<file path="config.mk">
export PLATFORM = sky130hd
export DESIGN_NAME = atr_top
export DESIGN_NICKNAME = d
export VERILOG_FILES = /design/src/hdl/atr_pkg.sv /design/src/hdl/atr_top.sv
export SDC_FILE = /design/constraint.sdc
export NUM_CORES = 1
export LEC_CHECK = 0
export ABC_AREA = 1
export BUFFER_PORTS_ARGS = -buffer_cell sky130_fd_sc_hd__clkbuf_2
export CAP_MARGIN = 20
export CORE_MARGIN = 2
export CORE_UTILIZATION = 40
export CTS_CLUSTER_DIAMETER = 150
export DETAILED_ROUTE_END_ITERATION = 8
export HOLD_SLACK_MARGIN = 0.06
export PLACE_DENSITY_LB_ADDON = 0.08
export SYNTH_ARGS = -nofsm -noshare
export SYNTH_HDL_FRONTEND = slang
export SYNTH_SLANG_ARGS = --single-unit
</file>
<file path="constraint.sdc">
create_clock -name clk -period 1.35 [get_ports clk]
set_input_delay 0.27 -clock clk [delete_from_list [all_inputs] [get_ports clk]]
set_output_delay 0.27 -clock clk [all_outputs]
set_load 0.01 [all_outputs]
</file>
<file path="src/hdl/atr_pkg.sv">
package atr_pkg;
   // ****************
   // register map
   // ****************
   localparam logic [7:0] ATR_CTRL_OFS = 8'h00;
   localparam logic [7:0] ATR_GAIN_OFS = 8'h04;
   localparam logic [7:0] ATR_VOL_OFS = 8'h08;
   localparam logic [7:0] ATR_STAT_OFS = 8'h0C;
   // ctrl fields
   localparam int LMIC_EN_POS = 0;
   localparam int RMIC_EN_POS = 1;
   localparam int LSEL_POS = 2;
   localparam int RSEL_POS = 3;
   localparam int LMUTE_POS = 4;
   localparam int RMUTE_POS = 5;
   localparam int VCE_EN_POS = 6;
   localparam int STR_EN_POS = 7;
   localparam int RDIG_POS = 8;
   localparam int DCLK_EN_POS = 9;
   localparam int DCLK_RATE_POS = 10;
   localparam int DTX_MUTE_POS = 11;
   localparam int ST_MUTE_POS = 12;
   localparam int ST_MUTE2_POS = 13;
   localparam int VR_SRC_POS = 14;
   localparam int SL_SRC_POS = 15;
   localparam int SR_SRC_POS = 16;
   localparam int CTRL_W = 17;
   // gain fields
   localparam int LPRE_POS = 0;
   localparam int RPRE_POS = 2;
   localparam int CGAIN_POS = 4;
   // volume fields
   localparam int LVOL_POS = 0;
   localparam int RVOL_POS = 8;
   localparam int DVOL_POS = 16;
   localparam int STG_POS = 24;
   // ****************
   // reset values
   // ****************
   localparam logic [CTRL_W-1:0] CTRL_RST = 17'h00000;
   localparam logic [8:0] GAIN_RST = 9'h000;
   localparam logic [5:0] TXVOL_RST = 6'h39;
   localparam logic [5:0] DVOL_RST = 6'h06;
   localparam logic [5:0] STG_RST = 6'h39;
   // ****************
   // gain mapping and timing
   // ****************
   localparam logic signed [7:0] VOL_MIN_DB = 8'shC7;
   localparam logic signed [7:0] DVOL_ZERO_DB_OFS = 8'sh06;
   localparam int CLK_HZ = 100_000_000;
   localparam int DMIC_LO_HZ = 1_000_000;
   localparam int DMIC_HI_HZ = 2_000_000;
   localparam logic [5:0] DMIC_HALF_LO = 6'(CLK_HZ / (2 * DMIC_LO_HZ));
   localparam logic [5:0] DMIC_HALF_HI = 6'(CLK_HZ / (2 * DMIC_HI_HZ));
   typedef enum logic [1:0] {
      ATR_MODE_VOICE = 2'b01,
      ATR_MODE_STEREO = 2'b10
   } atr_mode_type;
endpackage

</file>
<file path="src/hdl/atr_top.sv">
// Operation
// - mic amps powered only while enabled
// - right input: mic pin or line
// - left input: mic pin or line
// - voice mode sends left source both, right source if left amp off
// - stereo keeps left and right separate
// - voice duplicates, no left digital mic
// - two-bit pre-gain code to dB table
// - input mute silences the amplifier
// - one converter gain for both channels
// - tx volume linear, default zero dB
// - digital mic volume coding inverted
// - pdm stream goes straight to filter
// - dmic clock gated, 1 or 2 MHz
// - right pin switchable to digital mic
// - sidetone adds dmic into voice dac
// - separate mutes for port and dac
// - source selects: dmic or converter
// - two dmics need stereo, left/right
// - voice enable wins over stereo enable
`timescale 1ns/10ps
`default_nettype none
module atr_top
   import atr_pkg::*;
(
   // clock and reset
   input wire logic clk,
   input wire logic rst_n,
   // apb slave
   input wire logic psel,
   input wire logic penable,
   input wire logic pwrite,
   input wire logic [7:0] paddr,
   input wire logic [31:0] pwdata,
   output logic [31:0] prdata,
   output logic pready,
   output logic pslverr,
   // analog front end controls
   output logic left_amp_power,
   output logic right_amp_power,
   output logic left_src_is_line,
   output logic right_src_is_line,
   output logic left_amp_mute,
   output logic right_amp_mute,
   output logic signed [7:0] left_pre_db,
   output logic signed [7:0] right_pre_db,
   output logic [4:0] conv_gain,
   output logic signed [7:0] left_vol_db,
   output logic signed [7:0] right_vol_db,
   output logic signed [7:0] dmic_vol_db,
   output logic signed [7:0] sidetone_db,
   output logic right_pin_digital,
   // digital microphone pins
   output logic dmic_clock_out,
   input wire logic left_mic_pin_data,
   input wire logic right_mic_pin_data,
   // pdm to converter filter
   output logic [1:0] filt_pdm,
   output logic [1:0] filt_pdm_valid,
   // samples from converter and filter
   input wire logic smp_valid,
   input wire logic [15:0] adc_left,
   input wire logic [15:0] adc_right,
   input wire logic [15:0] dmic_first,
   input wire logic [15:0] dmic_second,
   // serial port and sidetone samples
   output logic tx_valid,
   output logic [15:0] voice_left,
   output logic [15:0] voice_right,
   output logic [15:0] stereo_left,
   output logic [15:0] stereo_right,
   output logic [15:0] sidetone
);
   // ****************
   // registers over apb
   // ****************
   logic [CTRL_W-1:0] ctrl_q;
   logic [8:0] gain_q;
   logic [5:0] lvol_q, rvol_q, dvol_q, stg_q;
   logic [31:0] prdata_q;
   logic wr_en, mapped;
   atr_mode_type mode;

   function automatic logic is_mapped(input logic [7:0] a);
      is_mapped = (a == ATR_CTRL_OFS) || (a == ATR_GAIN_OFS) ||
         (a == ATR_VOL_OFS) || (a == ATR_STAT_OFS);
   endfunction

   assign mapped = is_mapped(paddr);
   assign wr_en = psel && penable && pwrite && mapped;
   assign pready = 1'b1;
   assign pslverr = psel && penable && !mapped;
   assign prdata = prdata_q;

   always_ff @(posedge clk or negedge rst_n) begin
      if (!rst_n) begin
         ctrl_q <= CTRL_RST;
         gain_q <= GAIN_RST;
         lvol_q <= TXVOL_RST;
         rvol_q <= TXVOL_RST;
         dvol_q <= DVOL_RST;
         stg_q <= STG_RST;
      end else if (wr_en) begin
         if (paddr == ATR_CTRL_OFS) begin
            ctrl_q <= pwdata[CTRL_W-1:0];
         end
         if (paddr == ATR_GAIN_OFS) begin
            gain_q <= pwdata[8:0];
         end
         if (paddr == ATR_VOL_OFS) begin
            lvol_q <= pwdata[LVOL_POS +: 6];
            rvol_q <= pwdata[RVOL_POS +: 6];
            dvol_q <= pwdata[DVOL_POS +: 6];
            stg_q <= pwdata[STG_POS +: 6];
         end
      end
   end

   // read data caught in the setup cycle so the access phase needs no wait
   always_ff @(posedge clk or negedge rst_n) begin
      if (!rst_n) begin
         prdata_q <= 32'h00000000;
      end else if (psel && !penable && !pwrite) begin
         unique case (paddr)
            ATR_CTRL_OFS: prdata_q <= {15'h0000, ctrl_q};
            ATR_GAIN_OFS: prdata_q <= {23'h000000, gain_q};
            ATR_VOL_OFS: prdata_q <= {2'h0, stg_q, 2'h0, dvol_q, 2'h0, rvol_q, 2'h0, lvol_q};
            ATR_STAT_OFS: prdata_q <= {28'h0000000, dmic_clock_out, right_pin_digital, mode};
            default: prdata_q <= 32'h00000000;
         endcase
      end
   end

   // ****************
   // analog front end
   // ****************
   function automatic logic signed [7:0] pre_db(input logic [1:0] c, input logic line);
      unique case (c)
         2'b00: pre_db = 8'sh00;
         2'b01: pre_db = line ? 8'sh08 : 8'sh0C;
         2'b10: pre_db = line ? 8'sh12 : 8'sh14;
         default: pre_db = line ? 8'sh1A : 8'sh1C;
      endcase
   endfunction

   // linear: one dB per step from the bottom code
   function automatic logic signed [7:0] vol_db(input logic [5:0] c);
      vol_db = VOL_MIN_DB + $signed({2'b00, c});
   endfunction

   assign left_amp_power = ctrl_q[LMIC_EN_POS];
   assign right_amp_power = ctrl_q[RMIC_EN_POS];
   assign left_src_is_line = ctrl_q[LSEL_POS];
   assign right_src_is_line = ctrl_q[RSEL_POS];
   assign left_amp_mute = ctrl_q[LMUTE_POS];
   assign right_amp_mute = ctrl_q[RMUTE_POS];
   assign left_pre_db = pre_db(gain_q[LPRE_POS +: 2], ctrl_q[LSEL_POS]);
   assign right_pre_db = pre_db(gain_q[RPRE_POS +: 2], ctrl_q[RSEL_POS]);
   assign conv_gain = gain_q[CGAIN_POS +: 5];
   assign left_vol_db = vol_db(lvol_q);
   assign right_vol_db = vol_db(rvol_q);
   assign dmic_vol_db = DVOL_ZERO_DB_OFS - $signed({2'b00, dvol_q});
   assign sidetone_db = vol_db(stg_q);
   assign right_pin_digital = ctrl_q[RDIG_POS];

   // voice wins when both converter enables are set
   always_comb begin
      if (ctrl_q[VCE_EN_POS]) begin
         mode = ATR_MODE_VOICE;
      end else begin
         mode = ATR_MODE_STEREO;
      end
   end

   // ****************
   // digital mic clock
   // ****************
   logic [5:0] dcnt_q;
   logic [5:0] half;
   logic dclk_q;
   logic half_tick;

   assign half = ctrl_q[DCLK_RATE_POS] ? DMIC_HALF_HI : DMIC_HALF_LO;
   assign half_tick = (dcnt_q >= half - 6'h01);
   assign dmic_clock_out = dclk_q;

   always_ff @(posedge clk or negedge rst_n) begin
      if (!rst_n) begin
         dcnt_q <= 6'h00;
      end else if (!ctrl_q[DCLK_EN_POS] || half_tick) begin
         dcnt_q <= 6'h00;
      end else begin
         dcnt_q <= dcnt_q + 6'h01;
      end
   end

   // clock parks low while disabled
   always_ff @(posedge clk or negedge rst_n) begin
      if (!rst_n) begin
         dclk_q <= 1'b0;
      end else if (!ctrl_q[DCLK_EN_POS]) begin
         dclk_q <= 1'b0;
      end else if (half_tick) begin
         dclk_q <= !dclk_q;
      end
   end

   // high phase length, counted so the check needs no long repetition
   logic [5:0] hi_cnt_q;
   logic hi_fast_q;

   always_ff @(posedge clk or negedge rst_n) begin
      if (!rst_n) begin
         hi_cnt_q <= 6'h00;
      end else if (!dclk_q) begin
         hi_cnt_q <= 6'h00;
      end else begin
         hi_cnt_q <= hi_cnt_q + 6'h01;
      end
   end

   // a phase is only judged when it ran wholly enabled at the fast rate
   always_ff @(posedge clk or negedge rst_n) begin
      if (!rst_n) begin
         hi_fast_q <= 1'b0;
      end else if (!dclk_q) begin
         hi_fast_q <= 1'b1;
      end else if (!ctrl_q[DCLK_EN_POS] || !ctrl_q[DCLK_RATE_POS]) begin
         hi_fast_q <= 1'b0;
      end
   end

   // ****************
   // pdm capture
   // ****************
   logic [1:0] pin_in;
   logic [1:0] s1_q, s2_q, s3_q, pdm_q, bit_q, bv_q;
   assign pin_in = {right_mic_pin_data, left_mic_pin_data};

   genvar g;
   generate
      for (g = 0; g < 2; g++) begin : g_pdm
         always_ff @(posedge clk or negedge rst_n) begin
            if (!rst_n) begin
               s1_q[g] <= 1'b0;
               s2_q[g] <= 1'b0;
               s3_q[g] <= 1'b0;
               pdm_q[g] <= 1'b0;
            end else begin
               s1_q[g] <= pin_in[g];
               s2_q[g] <= s1_q[g];
               s3_q[g] <= s2_q[g];
               if (s2_q[g] == s3_q[g]) begin
                  pdm_q[g] <= s3_q[g];
               end
            end
         end
         // first mic taken before the rising edge, second before the falling
         always_ff @(posedge clk or negedge rst_n) begin
            if (!rst_n) begin
               bit_q[g] <= 1'b0;
               bv_q[g] <= 1'b0;
            end else begin
               bv_q[g] <= 1'b0;
               if (half_tick && ctrl_q[DCLK_EN_POS] && (dclk_q == 1'(g))) begin
                  if (g == 0 || ctrl_q[RDIG_POS]) begin
                     bit_q[g] <= pdm_q[g];
                     bv_q[g] <= 1'b1;
                  end
               end
            end
         end
      end
   endgenerate

   assign filt_pdm = bit_q;
   assign filt_pdm_valid = bv_q;

   // ****************
   // routing to serial ports
   // ****************
   logic [15:0] d1, d2, base, st_d;
   logic [15:0] vl_q, vr_q, sl_q, sr_q, st_q;
   logic tv_q;

   // dmic mute for the ports and the dac are independent
   assign d1 = ctrl_q[DTX_MUTE_POS] ? 16'h0000 : dmic_first;
   assign d2 = ctrl_q[DTX_MUTE_POS] ? 16'h0000 : dmic_second;
   // left amp off hands the voice port to the right chain
   assign base = ctrl_q[LMIC_EN_POS] ? adc_left : adc_right;
   assign st_d = (ctrl_q[ST_MUTE_POS] || ctrl_q[ST_MUTE2_POS]) ? 16'h0000 : dmic_second;

   always_ff @(posedge clk or negedge rst_n) begin
      if (!rst_n) begin
         vl_q <= 16'h0000;
         vr_q <= 16'h0000;
         sl_q <= 16'h0000;
         sr_q <= 16'h0000;
         st_q <= 16'h0000;
      end else if (smp_valid) begin
         if (mode == ATR_MODE_VOICE) begin
            // left-pin dmic is never used here; right-pin dmic duplicated
            vl_q <= ctrl_q[VR_SRC_POS] ? d2 : base;
            vr_q <= ctrl_q[VR_SRC_POS] ? d2 : base;
            sl_q <= 16'h0000;
            sr_q <= 16'h0000;
         end else begin
            vl_q <= 16'h0000;
            vr_q <= 16'h0000;
            sl_q <= ctrl_q[SL_SRC_POS] ? d1 : adc_left;
            sr_q <= ctrl_q[SR_SRC_POS] ? d2 : adc_right;
         end
         st_q <= st_d;
      end
   end

   always_ff @(posedge clk or negedge rst_n) begin
      if (!rst_n) begin
         tv_q <= 1'b0;
      end else begin
         tv_q <= smp_valid;
      end
   end

   assign tx_valid = tv_q;
   assign voice_left = vl_q;
   assign voice_right = vr_q;
   assign stereo_left = sl_q;
   assign stereo_right = sr_q;
   assign sidetone = st_q;

   // ****************
   // checks
   // ****************
   chk_amp_power_follows: assert property (@(posedge clk) disable iff (!rst_n)
      (left_amp_power == ctrl_q[LMIC_EN_POS]) && (right_amp_power == ctrl_q[RMIC_EN_POS]))
      else $error("amp power differs from enable");
   chk_input_select: assert property (@(posedge clk) disable iff (!rst_n)
      wr_en && paddr == ATR_CTRL_OFS |=> right_src_is_line == $past(pwdata[RSEL_POS]))
      else $error("right input select not applied");
   chk_left_select: assert property (@(posedge clk) disable iff (!rst_n)
      wr_en && paddr == ATR_CTRL_OFS |=> left_src_is_line == $past(pwdata[LSEL_POS]))
      else $error("left input select not applied");
   chk_voice_left_both: assert property (@(posedge clk) disable iff (!rst_n)
      smp_valid && ctrl_q[VCE_EN_POS] && !ctrl_q[VR_SRC_POS] && ctrl_q[LMIC_EN_POS]
      |=> voice_left == $past(adc_left) && voice_right == $past(adc_left) && tx_valid)
      else $error("voice port not carrying left source");
   chk_stereo_split: assert property (@(posedge clk) disable iff (!rst_n)
      smp_valid && !ctrl_q[VCE_EN_POS] && !ctrl_q[SL_SRC_POS] && !ctrl_q[SR_SRC_POS]
      |=> stereo_left == $past(adc_left) && stereo_right == $past(adc_right))
      else $error("stereo channels crossed");
   chk_pre_gain_top: assert property (@(posedge clk) disable iff (!rst_n)
      gain_q[LPRE_POS +: 2] == 2'b11 |-> left_pre_db == (ctrl_q[LSEL_POS] ? 8'sh1A : 8'sh1C))
      else $error("left pre gain top code wrong");
   chk_vol_linear: assert property (@(posedge clk) disable iff (!rst_n)
      $changed(lvol_q) |-> left_vol_db - $past(left_vol_db) ==
      $signed({2'b00, lvol_q}) - $signed({2'b00, $past(lvol_q)}))
      else $error("volume not one dB per step");
   chk_dmic_vol_zero: assert property (@(posedge clk) disable iff (!rst_n)
      dvol_q == 6'h06 |-> dmic_vol_db == 8'sh00)
      else $error("dmic volume zero point wrong");
   chk_dclk_gated: assert property (@(posedge clk) disable iff (!rst_n)
      !ctrl_q[DCLK_EN_POS] |=> !dmic_clock_out [*2])
      else $error("dmic clock runs while disabled");
   chk_dclk_period: assert property (@(posedge clk) disable iff (!rst_n)
      $fell(dmic_clock_out) && hi_fast_q |-> hi_cnt_q == DMIC_HALF_HI)
      else $error("dmic clock high phase wrong");
   chk_voice_priority: assert property (@(posedge clk) disable iff (!rst_n)
      ctrl_q[VCE_EN_POS] && ctrl_q[STR_EN_POS] && smp_valid |=> stereo_left == 16'h0000)
      else $error("stereo active while voice set");
   chk_tx_mute: assert property (@(posedge clk) disable iff (!rst_n)
      smp_valid && ctrl_q[DTX_MUTE_POS] && !ctrl_q[VCE_EN_POS] && ctrl_q[SL_SRC_POS]
      |=> stereo_left == 16'h0000)
      else $error("dmic not muted to port");
   chk_sidetone_mute: assert property (@(posedge clk) disable iff (!rst_n)
      smp_valid && ctrl_q[ST_MUTE2_POS] |=> sidetone == 16'h0000)
      else $error("sidetone not muted");
endmodule
`default_nettype wire

</file>
==> results.sh <==
export IMPL_finalWirelength_um=26000
export IMPL_fmax_mhz=535
export IMPL_path_buf_inv=2
export IMPL_drc=0
export IMPL_initial_core_util_pct=40.9
export IMPL_routabilityCongestion=0.852
export IMPL_first_iter_violations=410
export IMPL_end_kind="output pin"
export IMPL_holdCritStartpoint="pwdata[24]"
export IMPL_antenna_found_initial=0
export IMPL_peakVddDrop_mv=0.876
export IMPL_grt_max_degree=40
export IMPL_synthTopCellsByArea="dfrtp_1 45%, nand2_1 11%, o21ai_0 8.4%, inv_1 7.1%, nand3_1 5.9%"
export IMPL_synth_main_ff_cell="dfrtp_1"
export IMPL_crit_family="flip-flops"
export IMPL_slowest_delay_ns=0.56
export IMPL_wl_met3_um=1550
export IMPL_grt_util_all_layers_pct=23.4
export IMPL_viasPerCell=4.80
export IMPL_io_buffers=274
export IMPL_worstPathRequired_ns=1.08
export IMPL_synth_area_um2=8300
export IMPL_seq_area_um2=4080
export IMPL_crit_arrival_ns=1.60
export IMPL_dp_cells=1573
export IMPL_clk_pin_slew_ns=0.07
export IMPL_fin_nets=1484
export IMPL_ant_nets=0
export IMPL_p_leak_nw=6.18
export IMPL_first_pass_iters=5
export IMPL_synth_cell_type_count=34
export IMPL_worst_path_max_delay_cell="dfstp_2"
export IMPL_rsz0062_at_grt="true"
export IMPL_wl_met1_um=11900
export IMPL_synth_most_common_cell="nand2_1"
export IMPL_cts_tree="built"
export IMPL_startpoint_type="register"
export IMPL_worstSetupStartpoint="lvol_q[0]"
export IMPL_clock_latency_ns=0.42
export IMPL_setup_violations=50
export IMPL_dp_hpwl_um=18800
export IMPL_hp_class="primary input to register"
export IMPL_core_um2=20300
export IMPL_avgRoutedWirePerCell_um=15.8
export IMPL_ys_warn_count=0
export IMPL_r2r_start="ctrl_q[10]"
export IMPL_drv_cap=0
export IMPL_grt_overflow=0
export IMPL_htreeDepth=4
export IMPL_fin_util_pct=57.7
export IMPL_grt_pass1_vias=7480
export IMPL_vias=7910
export IMPL_fillers=1984
export IMPL_synth_top_area_share_pct=44.6
export IMPL_final_hold_violation_count=0
export IMPL_top_layer_used="met4"
export IMPL_min_period_ns=1.87
export IMPL_die_h_um=148
export IMPL_powerDensity_nw_per_um2=944
export IMPL_p_total_w=0.0111
export IMPL_cpMostUsedCell="nand2_4"
export IMPL_synth_edf_count=0
export IMPL_met2_length_um=12100
export IMPL_multi_input_area_um2=3490
export IMPL_violations="negative setup slack"
export IMPL_drv_slew=0
export IMPL_ff2ff_path_depth=8
export IMPL_yosys_area_top_type="dfrtp_1"
export IMPL_instances_no_fill=1647
export IMPL_antennaDiodeCount=0
export IMPL_syn_mean_instance_area_um2=7.98
export IMPL_crit_type="register to output pin"
export IMPL_design_die_area_um2=21900
export IMPL_place_ws_ns=-0.244
export IMPL_setup_slack_ns=-0.520
export IMPL_holdWs_ns=0.0827
export IMPL_cts_buffer_depth=2
export IMPL_period_share_pct=138
export IMPL_layout_drive_gt1_share_pct=38.3
export IMPL_synth_cells=1039
export IMPL_cts_sinks=162
export IMPL_rows=52
export IMPL_async_flop_share_pct=100
export IMPL_crit_chain="inv_4 > ha_4 > nand2_4 > nand2_4 > xnor2_2 > buf_2"
export IMPL_status="finished, violations left"
export IMPL_worst_path_stages=6
export IMPL_ys_ff_latch=162
export IMPL_grt_pass1_wl_um=40200
export IMPL_hold_depth=3
export IMPL_synthTopCellsByCount="246 x nand2_1, 156 x inv_1, 148 x dfrtp_1, 139 x o21ai_0, 97 x nand3_1"
export IMPL_cp_max_fo=3
export IMPL_chipWidth_um=148
export IMPL_numCtsBuffers=17
export IMPL_clock_root_buffer="clkbuf_16"
export IMPL_finalClockSkew_ns=0.00795
export IMPL_pin_count=292
export IMPL_area_delta_synth_final_pct=41.1
export IMPL_yosysSeqAreaShare_pct=49.1
per-stage QoR:
| step | cell area, um^2 | TNS, ns |
|---|---|---|
| 2_1_floorplan | 8440 | -0.0916 |
| 3_3_place_gp | 10300 | -8.64 |
| 3_5_place_dp | 10300 | -10.18 |
| 4_1_cts | 11400 | -14.38 |
| 5_1_grt | 11700 | -16.85 |
| 6_report | 11700 | -13.66 |
cell families after synthesis:
group	count (synthesis)	synth area share, %
and+or+nand+nor	386	20.3
buffers and inverters	254	13.9
AOI/OAI and AO/OA	207	13.3
DFF	162	49.1
xor gates and xnor gates	18	1.90
adders and majority gates	10	1.45
other	2	0.0905
cell usage in the layout (no fill, tap or decap), types with 3 or more instances in the layout:
cell and instances:
a21oi_1 32, a21oi_2 3, buf_12 13, buf_2 20
buf_4 68, buf_6 33, clkbuf_16 18, clkbuf_2 235
clkinvlp_4 4, conb_1 13, dfrtp_1 144, dfrtp_2 4
dfstp_2 14, dlygate4sd3_1 16, ha_4 7, inv_1 136
inv_2 18, inv_4 5, inv_6 6, nand2_1 228
nand2_2 17, nand2_4 9, nand3_1 88, nand3_2 6
nand3_4 4, nand4_1 6, nor2_1 11, nor2_2 4
nor2_4 7, o21ai_0 131, o21ai_1 16, o21ai_2 15
o31ai_1 8, xor2_1 13
layer usage:
layer	up-vias	track usage [%]
met4	0	6.71
met5	-	0
met2	285	36.0
met1	3703	34.2
met3	26	3.83
li1	3896	-
final timing paths:
path / endpoint / slack (ns)
hold reg to reg: s2_q[1] / 0.36
min in group asynchronous: filt_pdm[1] / 0.28
max in group asynchronous: stg_q[5] / 0.49
setup reg to reg: dcnt_q[1] / -0.19
hold / removal: stg_q[0] / 0.08
setup / recovery: left_vol_db[4] / -0.52
final cells by class:
class,count,area share [%]
sequential,162,34.8
clock buffer,19,3.78
tap,270,2.89
clock inverter,13,0.866
timing repair buffer,388,22.5
inverter,161,5.31
multi-input combinational,634,29.8
sequential cells by signal (all words and copies together), names as in the netlist, 6 cells and up:
register      count
prdata           28
ctrl_q           17
sidetone         16
stereo_left      16
stereo_right     16
voice_right      16
gain_q            9
dcnt_q            6
dvol_q            6
lvol_q            6
rvol_q            6
stg_q             6
power breakdown:
part / internal [W] / total [W] / switching (W) / leakage [nW]
Clock: 0.00243 / 0.00455 / 0.00212 / 0.258
Combinational: 0.000567 / 0.00134 / 0.000773 / 3.86
Sequential: 0.00504 / 0.00516 / 0.000121 / 2.07
tightest hold or removal path, delay by kind of cell:
| family | cells | cell delay (ns) |
|---|---|---|
| buffers and inverters | 1 | 0.08 |
| AND/OR/NAND/NOR | 2 | 0.16 |
repair_timing:
action                     in CTS  in global routing
hold endpoints to repair      166                  0
setup buffers                  17                 10
hold buffers                   16                  0
pin swaps                      29                 25
gates cloned                    0                  1
resized for setup              70                 96
setup endpoints to repair      51                 59
No activity file was read; power rests on OpenSTA's default activity.
